[src/hdl/spm_pkg.sv]
// Constants and types shared by the self-programming support block.
// Assumes a single 25 MHz core clock.
package spm_pkg;
   // ****************************************
   // Timing
   // ****************************************
   localparam int CLK_MHZ = 25;
   localparam int PROG_MIN_US = 3700;
   localparam int PROG_MAX_US = 4500;
   // Aim at the middle so oscillator spread stays inside both limits
   localparam int PROG_US = (PROG_MIN_US + PROG_MAX_US) / 2;
   localparam int TICK_CYCLES = CLK_MHZ;
   localparam int PROG_TICKS = PROG_US;
   localparam logic [2:0] LOAD_WIN = 3'h3;
   localparam logic [2:0] STORE_WIN = 3'h4;
   // ****************************************
   // Register map and control fields
   // ****************************************
   localparam logic [5:0] CTRL_ADDR = 6'h00;
   localparam logic [5:0] STAT_ADDR = 6'h01;
   localparam logic [7:0] CTRL_RESET = 8'h00;
   localparam int EN_BIT = 0;
   localparam int ERASE_BIT = 1;
   localparam int WRITE_BIT = 2;
   localparam int LOCK_BIT = 3;
   localparam int REEN_BIT = 4;
   localparam int BUSY_BIT = 6;
   // ****************************************
   // Pointer values and flash geometry
   // ****************************************
   localparam logic [14:0] PTR_LOW_FUSE = 15'h0000;
   localparam logic [14:0] PTR_LOCK = 15'h0001;
   localparam logic [14:0] PTR_HIGH_FUSE = 15'h0003;
   localparam logic [7:0] HALT_FIRST_PAGE = 8'hE0;
   localparam int BOOT_SZ_POS = 1;
   localparam logic [13:0] BOOT_START_256 = 14'h3F00;
   localparam logic [13:0] BOOT_START_512 = 14'h3E00;
   localparam logic [13:0] BOOT_START_1K = 14'h3C00;
   localparam logic [13:0] BOOT_START_2K = 14'h3800;
   // ****************************************
   // Types
   // ****************************************
   typedef struct packed {
      logic erase;
      logic write;
      logic [7:0] page;
   } flash_op_t;
   typedef enum logic [2:0] {
      ST_IDLE = 3'b001,
      ST_ARMED = 3'b010,
      ST_RUN = 3'b100
   } seq_state_t;
endpackage

[src/hdl/addr_map.sv]
// Pointer to page, word and byte fields, boot size decode, section check.
// Purely combinational; the caller registers what it keeps.
module addr_map (
   // Inputs
   input wire logic [15:0] pointer_i,
   input wire logic [1:0] boot_size_i,
   // Outputs
   output logic [7:0] page_o,
   output logic [5:0] word_o,
   output logic byte_sel_o,
   output logic [13:0] word_addr_o,
   output logic in_halting_o,
   output logic [13:0] boot_start_o
);
   function automatic logic [13:0] boot_start(input logic [1:0] sz);
      case (sz)
         2'b11: boot_start = spm_pkg::BOOT_START_256;
         2'b10: boot_start = spm_pkg::BOOT_START_512;
         2'b01: boot_start = spm_pkg::BOOT_START_1K;
         default: boot_start = spm_pkg::BOOT_START_2K;
      endcase
   endfunction

   // page and word fields; R14: top pointer bit unused
   assign page_o = pointer_i[14:7];
   assign word_o = pointer_i[6:1];
   assign byte_sel_o = pointer_i[0];
   assign word_addr_o = pointer_i[14:1];
   // halting section is the top pages, whatever the boot size
   assign in_halting_o = (pointer_i[14:7] >= spm_pkg::HALT_FIRST_PAGE);
   // boot size selects boot start word
   assign boot_start_o = boot_start(boot_size_i);
endmodule // addr_map

[src/hdl/op_timer.sv]
// Programming duration timer for erase, write and lock-bit operations.
// Assumes start_i is a one-cycle pulse; only the power-on reset stops it.
module op_timer #(
   parameter int TICK_CYCLES = spm_pkg::TICK_CYCLES,
   parameter int PROG_TICKS = spm_pkg::PROG_TICKS
)(
   // Clock and reset
   input wire logic clock_i,
   input wire logic rst_n_i,
   // Control
   input wire logic start_i,
   output logic busy_o,
   output logic done_o
);
   localparam int TOTAL = TICK_CYCLES * PROG_TICKS;
   if (TICK_CYCLES < 1 || PROG_TICKS < 1) begin : g_check
      $error("op_timer: counts must be at least one");
   end
   logic [$clog2(TICK_CYCLES+1)-1:0] pre_reg;
   logic [$clog2(PROG_TICKS+1)-1:0] tick_reg;
   logic [31:0] run_cnt;
   logic pre_last;
   logic tick_last;
   assign pre_last = (32'(pre_reg) == TICK_CYCLES - 1);
   assign tick_last = (32'(tick_reg) == PROG_TICKS - 1);

   // fixed programming time
   always_ff @(posedge clock_i or negedge rst_n_i) begin
      if (!rst_n_i) begin
         busy_o <= 1'b0;
         done_o <= 1'b0;
         pre_reg <= '0;
         tick_reg <= '0;
      end else begin
         done_o <= busy_o & pre_last & tick_last;
         if (start_i && !busy_o) begin
            busy_o <= 1'b1;
            pre_reg <= '0;
            tick_reg <= '0;
         end else if (busy_o) begin
            if (pre_last) begin
               pre_reg <= '0;
               if (tick_last) begin
                  busy_o <= 1'b0;
               end else begin
                  tick_reg <= tick_reg + 1'b1;
               end
            end else begin
               pre_reg <= pre_reg + 1'b1;
            end
         end
      end
   end

   always_ff @(posedge clock_i or negedge rst_n_i) begin
      if (!rst_n_i) begin
         run_cnt <= '0;
      end else if (start_i && !busy_o) begin
         run_cnt <= '0;
      end else if (busy_o) begin
         run_cnt <= run_cnt + 32'h1;
      end
   end
endmodule // op_timer

[src/hdl/self_program_fuse_lock_readback.sv]
// Self-programming sequencer: control register, timed windows, fuse and
// lock readback, page operations. Assumes the core, fuse cells and flash
// array all run on clock_i and that strobes are one cycle long.
//
// How it works
// pointer 0001 in window returns lock byte
// enable bits clear on read, expiry
// outside window, load reads flash byte
// lock byte layout, top two undefined
// pointer 0000 in window returns low fuses
// pointer 0003 in window returns high fuses
// programmed bits read zero, others one
// running write survives a core reset
// erase, write, lock take fixed time
// boot size picks boot start word
// fixed halting and concurrent sections
// pointer maps to page and word
// software zeroes word field on write
// top pointer bit ignored, bit0 selects byte
// only halting section runs during ops
// busy flag holds until re-enable
// software waits for EEPROM write first
// windows counted after register write
module self_program_fuse_lock_readback #(
   parameter int TICK_CYCLES = spm_pkg::TICK_CYCLES,
   parameter int PROG_TICKS = spm_pkg::PROG_TICKS
)(
   // Clock and reset
   input wire logic clock_i,
   input wire logic rst_n_i,
   input wire logic sys_reset_i,
   // Register port
   input wire logic [5:0] reg_addr_i,
   input wire logic [7:0] reg_wdata_i,
   input wire logic reg_wr_i,
   input wire logic reg_rd_i,
   output logic [7:0] reg_rdata_o,
   // Core instruction strobes
   input wire logic [15:0] pointer_i,
   input wire logic load_req_i,
   input wire logic store_req_i,
   input wire logic [15:0] store_data_i,
   input wire logic eeprom_write_busy_i,
   output logic load_valid_o,
   output logic [7:0] load_data_o,
   // Fuse and lock cells, a one means programmed
   input wire logic [7:0] low_fuse_prog_i,
   input wire logic [7:0] high_fuse_prog_i,
   input wire logic [5:0] lock_prog_i,
   output logic lock_wr_o,
   output logic [3:0] lock_wr_data_o,
   // Flash array
   output logic flash_rd_o,
   output logic [13:0] flash_word_addr_o,
   input wire logic [15:0] flash_rdata_i,
   output spm_pkg::flash_op_t flash_op_o,
   output logic buf_load_o,
   output logic [5:0] buf_word_o,
   output logic [15:0] buf_data_o,
   output logic buf_clear_o,
   // Core control
   output logic cpu_halt_o,
   output logic rww_block_o,
   output logic [13:0] boot_start_o
);
   // ****************************************
   // Declarations
   // ****************************************
   spm_pkg::seq_state_t state_reg;
   spm_pkg::seq_state_t state_next;
   logic [2:0] win_reg;
   logic [4:0] ctrl_reg;
   logic busy_flag_reg;
   logic op_lock_reg;
   logic pend_flash_reg;
   logic pend_fuse_reg;
   logic byte_sel_reg;
   logic [7:0] fuse_data_reg;
   logic [7:0] page;
   logic [5:0] word;
   logic byte_sel;
   logic [13:0] word_addr;
   logic in_halting;
   logic [13:0] boot_start;
   logic [7:0] low_fuse_rd;
   logic [7:0] high_fuse_rd;
   logic [7:0] lock_rd;
   logic ctrl_wr;
   logic armed;
   logic read_mode;
   logic fuse_load;
   logic store_go;
   logic start_op;
   logic reen_go;
   logic timer_busy;
   logic timer_done;
   logic [7:0] ctrl_view;

   // ****************************************
   // Readback values
   // ****************************************
   // programmed cells read as zero
   assign low_fuse_rd = ~low_fuse_prog_i;
   assign high_fuse_rd = ~high_fuse_prog_i;
   // undefined top bits read as one
   assign lock_rd = {2'b11, ~lock_prog_i};

   addr_map u_map (
      .pointer_i(pointer_i),
      .boot_size_i(high_fuse_rd[spm_pkg::BOOT_SZ_POS+1:spm_pkg::BOOT_SZ_POS]),
      .page_o(page),
      .word_o(word),
      .byte_sel_o(byte_sel),
      .word_addr_o(word_addr),
      .in_halting_o(in_halting),
      .boot_start_o(boot_start)
   );

   op_timer #(
      .TICK_CYCLES(TICK_CYCLES),
      .PROG_TICKS(PROG_TICKS)
   ) u_timer (
      .clock_i(clock_i),
      .rst_n_i(rst_n_i),
      .start_i(start_op),
      .busy_o(timer_busy),
      .done_o(timer_done)
   );

   // ****************************************
   // Sequencer
   // ****************************************
   // an EEPROM write in progress locks out the control register
   assign ctrl_wr = reg_wr_i && (reg_addr_i == spm_pkg::CTRL_ADDR) &&
                    !eeprom_write_busy_i && (state_reg == spm_pkg::ST_IDLE);
   assign armed = (state_reg == spm_pkg::ST_ARMED);
   assign read_mode = armed && ctrl_reg[spm_pkg::LOCK_BIT];
   assign fuse_load = read_mode && load_req_i;
   assign store_go = armed && store_req_i && !fuse_load;
   assign start_op = store_go && (ctrl_reg[spm_pkg::ERASE_BIT] ||
                     ctrl_reg[spm_pkg::WRITE_BIT] ||
                     ctrl_reg[spm_pkg::LOCK_BIT]);
   assign reen_go = store_go && !start_op && ctrl_reg[spm_pkg::REEN_BIT];

   always_comb begin
      state_next = state_reg;
      case (state_reg)
         spm_pkg::ST_IDLE: begin
            if (ctrl_wr && reg_wdata_i[spm_pkg::EN_BIT]) begin
               state_next = spm_pkg::ST_ARMED;
            end
         end
         spm_pkg::ST_ARMED: begin
            // clear on completed read, taken store or expiry
            if (start_op) begin
               state_next = spm_pkg::ST_RUN;
            end else if (store_go || fuse_load || win_reg == 3'h1 ||
                         sys_reset_i) begin
               state_next = spm_pkg::ST_IDLE;
            end
         end
         spm_pkg::ST_RUN: begin
            // a core reset does not cut the operation short
            if (timer_done) begin
               state_next = spm_pkg::ST_IDLE;
            end
         end
         default: state_next = spm_pkg::ST_IDLE;
      endcase
   end

   always_ff @(posedge clock_i or negedge rst_n_i) begin
      if (!rst_n_i) begin
         state_reg <= spm_pkg::ST_IDLE;
      end else begin
         state_reg <= state_next;
      end
   end

   // window counts from the cycle after the write
   always_ff @(posedge clock_i or negedge rst_n_i) begin
      if (!rst_n_i) begin
         win_reg <= 3'h0;
      end else if (ctrl_wr && reg_wdata_i[spm_pkg::EN_BIT]) begin
         win_reg <= reg_wdata_i[spm_pkg::LOCK_BIT] ? spm_pkg::LOAD_WIN :
                    spm_pkg::STORE_WIN;
      end else if (win_reg != 3'h0) begin
         win_reg <= win_reg - 3'h1;
      end
   end

   always_ff @(posedge clock_i or negedge rst_n_i) begin
      if (!rst_n_i) begin
         ctrl_reg <= spm_pkg::CTRL_RESET[4:0];
      end else if (ctrl_wr) begin
         ctrl_reg <= reg_wdata_i[4:0];
      end else if (state_next == spm_pkg::ST_IDLE) begin
         ctrl_reg <= 5'h00;
      end
   end

   // busy set by a page operation, cleared only by re-enable
   always_ff @(posedge clock_i or negedge rst_n_i) begin
      if (!rst_n_i) begin
         busy_flag_reg <= 1'b0;
      end else if (start_op && !ctrl_reg[spm_pkg::LOCK_BIT]) begin
         busy_flag_reg <= 1'b1;
      end else if (reen_go) begin
         busy_flag_reg <= 1'b0;
      end
   end

   // ****************************************
   // Page operations
   // ****************************************
   always_ff @(posedge clock_i or negedge rst_n_i) begin
      if (!rst_n_i) begin
         flash_op_o <= '0;
         lock_wr_o <= 1'b0;
         lock_wr_data_o <= 4'hF;
         op_lock_reg <= 1'b0;
         cpu_halt_o <= 1'b0;
         rww_block_o <= 1'b0;
      end else begin
         // the word field is left out of the page address
         flash_op_o.erase <= start_op && ctrl_reg[spm_pkg::ERASE_BIT];
         flash_op_o.write <= start_op && ctrl_reg[spm_pkg::WRITE_BIT] &&
                             !ctrl_reg[spm_pkg::ERASE_BIT];
         lock_wr_o <= start_op && ctrl_reg[spm_pkg::LOCK_BIT] &&
                      !ctrl_reg[spm_pkg::ERASE_BIT] &&
                      !ctrl_reg[spm_pkg::WRITE_BIT];
         if (start_op) begin
            flash_op_o.page <= page;
            lock_wr_data_o <= store_data_i[5:2];
            op_lock_reg <= !ctrl_reg[spm_pkg::ERASE_BIT] &&
                           !ctrl_reg[spm_pkg::WRITE_BIT];
         end
         // page ops block the concurrent section, halting-page ops
         // stop the core
         if (start_op && (ctrl_reg[spm_pkg::ERASE_BIT] ||
                          ctrl_reg[spm_pkg::WRITE_BIT])) begin
            rww_block_o <= 1'b1;
            cpu_halt_o <= in_halting;
         end else if (timer_done) begin
            rww_block_o <= 1'b0;
            cpu_halt_o <= 1'b0;
         end
      end
   end

   // Buffer fill; re-enable, core reset and operation end wipe the temporary buffer
   always_ff @(posedge clock_i or negedge rst_n_i) begin
      if (!rst_n_i) begin
         buf_load_o <= 1'b0;
         buf_word_o <= 6'h00;
         buf_data_o <= 16'h0000;
         buf_clear_o <= 1'b0;
      end else begin
         buf_load_o <= store_go && !start_op && !ctrl_reg[spm_pkg::REEN_BIT];
         buf_clear_o <= reen_go || sys_reset_i || timer_done;
         if (store_go) begin
            buf_word_o <= word;
            buf_data_o <= store_data_i;
         end
      end
   end

   // ****************************************
   // Load path
   // ****************************************
   always_ff @(posedge clock_i or negedge rst_n_i) begin
      if (!rst_n_i) begin
         pend_flash_reg <= 1'b0;
         pend_fuse_reg <= 1'b0;
         byte_sel_reg <= 1'b0;
         fuse_data_reg <= 8'hFF;
         flash_rd_o <= 1'b0;
         flash_word_addr_o <= 14'h0000;
      end else begin
         // outside the read window a load is a plain flash read
         pend_flash_reg <= load_req_i && !read_mode;
         flash_rd_o <= load_req_i && !read_mode;
         pend_fuse_reg <= fuse_load;
         if (load_req_i && !read_mode) begin
            // bit 0 picks the byte of the word
            flash_word_addr_o <= word_addr;
            byte_sel_reg <= byte_sel;
         end
         if (fuse_load) begin
            // pointer selects lock, low or high fuse byte
            if (pointer_i[14:0] == spm_pkg::PTR_LOCK) begin
               fuse_data_reg <= lock_rd;
            end else if (pointer_i[14:0] == spm_pkg::PTR_LOW_FUSE) begin
               fuse_data_reg <= low_fuse_rd;
            end else if (pointer_i[14:0] == spm_pkg::PTR_HIGH_FUSE) begin
               fuse_data_reg <= high_fuse_rd;
            end else begin
               fuse_data_reg <= 8'hFF;
            end
         end
      end
   end

   always_ff @(posedge clock_i or negedge rst_n_i) begin
      if (!rst_n_i) begin
         load_valid_o <= 1'b0;
         load_data_o <= 8'h00;
      end else begin
         load_valid_o <= pend_flash_reg || pend_fuse_reg;
         if (pend_fuse_reg) begin
            load_data_o <= fuse_data_reg;
         end else if (pend_flash_reg) begin
            load_data_o <= byte_sel_reg ? flash_rdata_i[15:8] :
                           flash_rdata_i[7:0];
         end
      end
   end

   // ****************************************
   // Register port and boot start
   // ****************************************
   assign ctrl_view = {1'b0, busy_flag_reg, 1'b0, ctrl_reg[4:1],
                       state_reg != spm_pkg::ST_IDLE};

   always_ff @(posedge clock_i or negedge rst_n_i) begin
      if (!rst_n_i) begin
         reg_rdata_o <= 8'h00;
         boot_start_o <= spm_pkg::BOOT_START_2K;
      end else begin
         boot_start_o <= boot_start;
         if (reg_rd_i && reg_addr_i == spm_pkg::CTRL_ADDR) begin
            reg_rdata_o <= ctrl_view;
         end else if (reg_rd_i && reg_addr_i == spm_pkg::STAT_ADDR) begin
            reg_rdata_o <= {5'h00, op_lock_reg, cpu_halt_o, timer_busy};
         end else begin
            reg_rdata_o <= 8'h00;
         end
      end
   end
endmodule // self_program_fuse_lock_readback

[config.mk]
export PLATFORM = sky130hd
export DESIGN_NAME = self_program_fuse_lock_readback
export DESIGN_NICKNAME = d
export VERILOG_FILES = /design/src/hdl/spm_pkg.sv /design/src/hdl/addr_map.sv /design/src/hdl/op_timer.sv /design/src/hdl/self_program_fuse_lock_readback.sv
export SDC_FILE = /design/constraint.sdc
export NUM_CORES = 1
export LEC_CHECK = 0
export BUFFER_PORTS_ARGS = -buffer_cell sky130_fd_sc_hd__buf_2
export CAP_MARGIN = 0
export CORE_AREA = 10 10 122 124
export CTS_CLUSTER_DIAMETER = 120
export DETAILED_ROUTE_END_ITERATION = 8
export DIE_AREA = 0 0 132 134
export GPL_ROUTABILITY_DRIVEN = 0
export PLACE_DENSITY = 0.84
export SETUP_SLACK_MARGIN = 0.05
export SYNTH_ARGS = -nofsm -noshare
export SYNTH_HDL_FRONTEND = slang
export SYNTH_HIERARCHICAL = 1
export SYNTH_SLANG_ARGS = --single-unit
[constraint.sdc]
create_clock -name clock_i -period 1.9 [get_ports clock_i]
set_input_delay 0.38 -clock clock_i [delete_from_list [all_inputs] [get_ports clock_i]]
set_output_delay 0.38 -clock clock_i [all_outputs]
set_load 0.02 [all_outputs]
# ---- Word level (Yosys, flattened, before mapping)
# Cells that the tools add are included.
# Widths: inputs -> output; s select.
dict set report totals {
  ff_bits 130
  input_bits 92
  output_inout_bits 87
  word_cells 141
}
dict set report op_classes {
  addsub 3
  n_lt_le_gt_ge 1
  eq_ne 15
  mux 35
  bitwise 5
  reduce_logical 53
}
# cell n
set op_table {}
lappend op_table {{$mux 13} 4}
lappend op_table {{$mux 8} 6}
lappend op_table {{$pmux 11 s3} 1}
lappend op_table {{$logic_and 1x1->1} 25}
lappend op_table {{$mux 5} 5}
lappend op_table {{$mux 3} 8}
lappend op_table {{$not 8->8} 2}
lappend op_table {{$eq 15x1->1 const B} 1}
lappend op_table {{$eq 15x2->1 const B} 1}
lappend op_table {{$logic_not 15->1} 1}
lappend op_table {{$reduce_bool 2->1} 7}
lappend op_table {{$add 13x1->13 const B} 1}
lappend op_table {{$eq 13x13->1 const B} 1}
lappend op_table {{$eq 3x1->1 const B} 3}
lappend op_table {{$logic_not 1->1} 9}
lappend op_table {{$mux 1} 9}
lappend op_table {{$pmux 3 s3} 1}
lappend op_table {{$ge 8x8->1 const B} 1}
lappend op_table {{$logic_or 1x1->1} 8}
lappend op_table {{$mux 7} 1}
lappend op_table {{$eq 6x1->1 const B} 1}
lappend op_table {{$logic_not 6->1} 1}
lappend op_table {{$not 6->6} 1}
lappend op_table {{$add 5x1->5 const B} 1}
lappend op_table {{other kinds (11)} 13}

# ---- Depth between registers and ports, before layout
dict set report depth {
  depth_word 14
  depth_mapped 10
  mapped_depth_nobuf 7
}

# ---- By module
# Netlist, hierarchy kept.
# module instances cells_per_inst area_per_inst_um2 seq_area_each_um2
set modules_own_cells {}
lappend modules_own_cells {self_program_fuse_lock_readback 1 381 4390.5 2697.6}
lappend modules_own_cells {op_timer 1 106 1049.8 500.5}
lappend modules_own_cells {addr_map 1 46 331.6 0.0}

# ---- Worst setup path after synthesis
# Ideal clock, no wire load.
dict set report synth_timing {
  path_type {flip-flop to flip-flop}
  startpoint {register state_reg[0]}
  endpoint {register u_timer.tick_reg[9]}
  setup_ns 0.110
  t_arrival_ns 1.791
  t_required_ns 1.790
  path_slack_ns -0.001
  path_stages_with_launch 11
  path_buffers 3
  synth_period_minus_slack_ns 1.901
  cell_sequence {dfstp_2 nor3b_2 and3_1 buf_4 o21ai_4 buf_6 inv_1 nand2_1 clkbuf_1 o311ai_0 o41ai_1}
}
dict set report synth_via {
  elab_chain_len 9
  word_cells_on_any_way 13
  cone_classes {eq/ne (2); mux (1); reduce/logical (10)}
}
# element line_no
set synth_rtl {}
lappend synth_rtl {{from (decl)} self_program_fuse_lock_readback.sv:69} ;# spm_pkg::seq_state_t state_reg;
lappend synth_rtl {{from (signal assigned)} self_program_fuse_lock_readback.sv:174} ;# state_reg <= spm_pkg::ST_IDLE;
lappend synth_rtl {{from (signal assigned)} self_program_fuse_lock_readback.sv:176} ;# state_reg <= state_next;
lappend synth_rtl {{$eq 3x2->1 *} self_program_fuse_lock_readback.sv:136} ;# assign armed = (state_reg == spm_pkg::ST_ARMED);
lappend synth_rtl {{$logic_and 1x1->1} self_program_fuse_lock_readback.sv:137} ;# assign read_mode = armed && ctrl_reg[spm_pkg::LOCK_BIT];
lappend synth_rtl {{$logic_and 1x1->1} self_program_fuse_lock_readback.sv:138} ;# assign fuse_load = read_mode && load_req_i;
lappend synth_rtl {{$logic_not 1->1} self_program_fuse_lock_readback.sv:139} ;# assign store_go = armed && store_req_i && !fuse_load;
lappend synth_rtl {{$logic_and 1x1->1 *} self_program_fuse_lock_readback.sv:139}
lappend synth_rtl {{$logic_and 1x1->1 *} self_program_fuse_lock_readback.sv:140} ;# assign start_op = store_go && (ctrl_reg[spm_pkg::ERASE_BIT] ||
lappend synth_rtl {{named net start_op} self_program_fuse_lock_readback.sv:93} ;# logic start_op;
lappend synth_rtl {{$logic_and 1x1->1 *} op_timer.sv:36} ;# if (start_i && !busy_o) begin
lappend synth_rtl {{$ne 2x2->1 (no line) or $reduce_bool 2->1 (tied branches)} n/a}
lappend synth_rtl {{$reduce_and 3->1 (no line)} n/a}
lappend synth_rtl {{to (signal assigned)} op_timer.sv:46} ;# tick_reg <= tick_reg + 1'b1;
lappend synth_rtl {{to (decl)} op_timer.sv:20} ;# logic [$clog2(PROG_TICKS+1)-1:0] tick_reg;
# The timed path passes the listed nets; every way through them passes the cells marked *.
# A chain may end at the register's enable or synchronous reset.

# ---- Final worst setup path
dict set report layout_timing {
  startpoint {register u_timer.tick_reg[1]}
  endpoint {register u_timer.tick_reg[4]}
}
dict set report layout_via {
  elab_chain_len 5
  word_cells_on_any_way 8
  cone_classes {add/sub (1); eq/ne (2); mux (4); reduce/logical (1)}
}
# element line_no
set layout_rtl {}
lappend layout_rtl {{$add 13x1->13} op_timer.sv:46}
lappend layout_rtl {{$mux 13} op_timer.sv:43} ;# if (tick_last) begin
lappend layout_rtl {{$mux 13} op_timer.sv:41} ;# if (pre_last) begin
lappend layout_rtl {{$mux 13} op_timer.sv:40} ;# end else if (busy_o) begin
lappend layout_rtl {{$mux 13} op_timer.sv:36}
# Several ways; a longest one is shown, not always the timed one. The select of a mux whose other input is x is not followed.

==> run_results.csv <==
group,metric,value,unit
status,status,"finished, final reports clean",
final_layout,largest_reg_flops,16,
sta,timing.hold.ws,0.1511,ns
job,max-cap-violations,0,
power,pwr-share-clk,0.461,
setup_path,cp-end-kind,"register",
clock_tree,cts_tree,"done",
place,placed_cells,846,
floorplan,start_util,0.4630,
setup_path,arrival,2.14,ns
setup_path,r2r-end,"u_timer/tick_reg[4]$_DFFE_PN0P_",
global_route,antenna_found_initial,0,
synthesis,syn_area_per_cell,10.83,sq um
setup_path,r2r_setup_slack,0.11,ns
sta,fin_skew,0.005747,ns
floorplan,fp.dieH,134,microns
power,p_int,0.005355,W
setup_path,critPathKind,"reg2reg",
sta,fin_crit_sh,0.9429,
synthesis,ys_ff_latch,127,
setup_path,reg2regPathDepth,5,
sta,hold_viol,0,
sta,finalSetupViolCount,0,
setup_path,startpoint,"u_timer/tick_reg[1]$_DFFE_PN0P_",
synthesis,yosysWarnings,6,
power,seqPwrFrac,0.423,
clock_tree,clk_pin_slew,0.05,ns
min_path,hold_path_end,"buf_data_o[9]$_DFFE_PN0N_",
final_layout,syn_to_final_growth,27.40,%
clock_tree,cts_root_buf,"clkbuf_16",
setup_path,cp_top_family,"compound AO/OA/AOI/OAI gates",
final_layout,nNetsFinal,796,
final_layout,n_antenna_cell,0,
power,sw_frac_of_total,0.2343,
power,total_power,0.006994,W
synthesis,synth_cells,533,
place,place_area,6669,sq um
min_path,min-delay-start,"store_data_i[9]",
final_layout,biggestRegsByFlops,"buf_data_o: 16 flops, boot_start_o: 14 flops, flash_word_addr_o: 14 flops",
global_route,grt.overflow.total,0,
synthesis,synth.area.top_cells,"dfrtp_1 (48%), dfstp_2 (7.3%), nand2_1 (7.0%)",
floorplan,rows,41,
floorplan,die_w,132,microns
power,worst_ir_drop_vdd,0.0006819,V
min_path,hold_depth,3,
synthesis,synth_cell_types,64,
clock_tree,clock_latency,0.42,ns
routing,totalWireLength,14.37,mm
sta,fin_tns_setup,0,ns
setup_path,slowest_stage,"a311o_2",
synthesis,yosys.area.top_type,"dfrtp_1",
clock_tree,clock-sinks,127,
routing,drc_errors,0,
clock_tree,cts.htree.levels,4,
final_layout,finish.instance_area,7353,sq um
global_route,grt_pass1_vias,4663,
global_route,grt_use_total,0.1675,
global_route,grt_pass1_wl,23.89,mm
clock_tree,max-clock-path-buffers,2,
final_layout,mostFrequentLayoutCell,"buf_2",
synthesis,yosysSeqAreaShare,0.5541,
sta,period_needed,1.792,ns
power,p_per_area,951.1,nW/um^2
synthesis,synthFlopType,"dfrtp_1",
clock_tree,numCtsBuffers,17,
setup_path,crit_fanout,6,
setup_path,reg2reg_from,"u_timer/tick_reg[1]$_DFFE_PN0P_",
final_layout,largest_register,"buf_data_o",
routing,vias,4417,
setup_path,slowest_delay,0.47,ns
routing,viasPerCell,5.002,
synthesis,synth_edf_count,0,
floorplan,core-area,12470,sq um
final_layout,final_cells,883,
power,p_switching,0.001639,W
sta,drv_slew,0,
routing,first_pass_iters,4,
final_layout,final_cell_mix,"buf_2 (171), dfrtp_1 (111), nand2_1 (106), o21ai_0 (26), nor2_1 (24)",
synthesis,async_reset_ff_frac,1.000,
place,hpwl,10.97,mm
place,io_buffers,172,
routing,wl_per_cell,16.27,microns
setup_path,timing.critical_path.cells,"ha_2, nor4b_4, a311o_2, or3_4, a21oi_2",
final_layout,fillers,1047,
setup_path,cp.required,2.25,ns
global_route,grt_max_degree,37,
synthesis,netlist_area,5772,sq um
sta,fmax,558.2,MHz
setup_path,startpoint_type,"register",
min_path,hp-class,"in2reg",
sta,rsz0062_at_grt,"no",
routing,drt-initial-drc-count,184,
floorplan,dieArea,17690,sq um
routing,drtAntennaViolNets,0,
setup_path,crit_buf_inv,0,
floorplan,io_pins,179,
final_layout,drive_gt1_frac,0.4037,
synthesis,yosysTopAreaCellShare,0.4812,
power,pwr-share-comb,0.116,
power,p_leak,3.748,nW
==> routing by layer <==
metal  vias to the layer above  wire length (microns)  global-route usage
met5                         -                      0                   0
met4                         0                    247             0.06304
met3                        24                   1413             0.07655
met2                       168                   7077              0.2781
met1                      2112                   5628              0.1846
li1                       2113                      -                   -
==> metrics by stage <==
step                      worst slack (ns)  utilization
after floorplan                    0.08209            -
after global placement             0.04325       0.5350
after detailed placement          -0.01017       0.5350
after CTS                          0.05485       0.5851
after global routing               0.04325       0.5899
final                               0.1085       0.5899
==> power groups by stage <==
stage / sequential [W] / clock [W] / combinational, W
finish: 0.00296 / 0.00323 / 0.000812
global route: 0.00297 / 0.00342 / 0.000915
CTS: 0.00296 / 0.00329 / 0.000812
detailed placement: 0.00300 / 0 / 0.000804
global placement: 0.00299 / 0 / 0.000778
floorplan: 0.00308 / 0 / 0.000424
==> worst min-delay path, delay by kind of cell <==
kind          cells  cell delay [ns]
simple gates      2             0.08
buf+inv           1             0.07
==> worst max-delay path by stage <==
stage | to | depth (start not counted) | slack [ns]
2_1_floorplan | u_timer/pre_reg[3]$_DFFE_PN0P_ | 9 | 0.08
3_3_place_gp | u_timer/tick_reg[3]$_DFFE_PN0P_ | 5 | 0.04
3_5_place_dp | u_timer/tick_reg[4]$_DFFE_PN0P_ | 5 | -0.01
4_1_cts | u_timer/tick_reg[4]$_DFFE_PN0P_ | 5 | 0.05
5_1_grt | u_timer/tick_reg[4]$_DFFE_PN0P_ | 6 | 0.04
6_report | u_timer/tick_reg[4]$_DFFE_PN0P_ | 5 | 0.11
==> timing repair <==
action / in CTS / in global routing
setup buffers: 0 / 3
hold endpoints to repair: 25 / 0
pin swaps: 1 / 5
resized for setup: 3 / 8
endpoints found under the setup margin: 7 / 9
hold buffers: 1 / 0
cloned: 1 / 0
==> cell usage after synthesis (all sizes together), types with 2 or more instances <==
cell and n:
dfrtp 111, nand2 107, buf 50, o21ai 31
mux2 28, nor2 25, mux2i 22, dfstp 16
inv 14, nand3 14, clkbuf 11, a21oi 8
a31oi 8, nor3 7, ha 6, nor4 6
o2bb2ai 6, and3 5, o31ai 5, or3 5
nor2b 4, a22o 3, and2 3, conb 3
nand4 3, nor4b 3, or2 3, or3b 3
a311o 2, and4 2, nand2b 2, nor3b 2
or4 2, xor2 2
==> cell families (layout without fill, tap and decap cells) <==
family                   count (synthesis)  in the layout  synth area share
AO/OA/AOI/OAI                           71             72           0.08108
AND/OR/NAND/NOR                        198            198            0.1708
adder cells (fa/ha/maj)                  6              6           0.01301
other                                    3             13          0.001951
flip-flops                             127            127            0.5541
XOR/XNOR                                 3              3          0.004553
multiplexers                            50             50           0.09278
buffers and inverters                   75            242           0.08173
==> layout make-up <==
| cell class | instances | area (sq um) | area share |
|---|---|---|---|
| Timing Repair Buffer | 196 | 1096 | 0.1491 |
| Sequential cell | 127 | 3198 | 0.4349 |
| Clock inverter | 5 | 75.07 | 0.01021 |
| Multi-Input combinational cell | 342 | 2193 | 0.2983 |
| Tap cell | 172 | 215.2 | 0.02927 |
| Clock buffer | 27 | 523.0 | 0.07112 |
| Inverter | 14 | 52.55 | 0.007147 |
(Power assumes the default switching activity.)
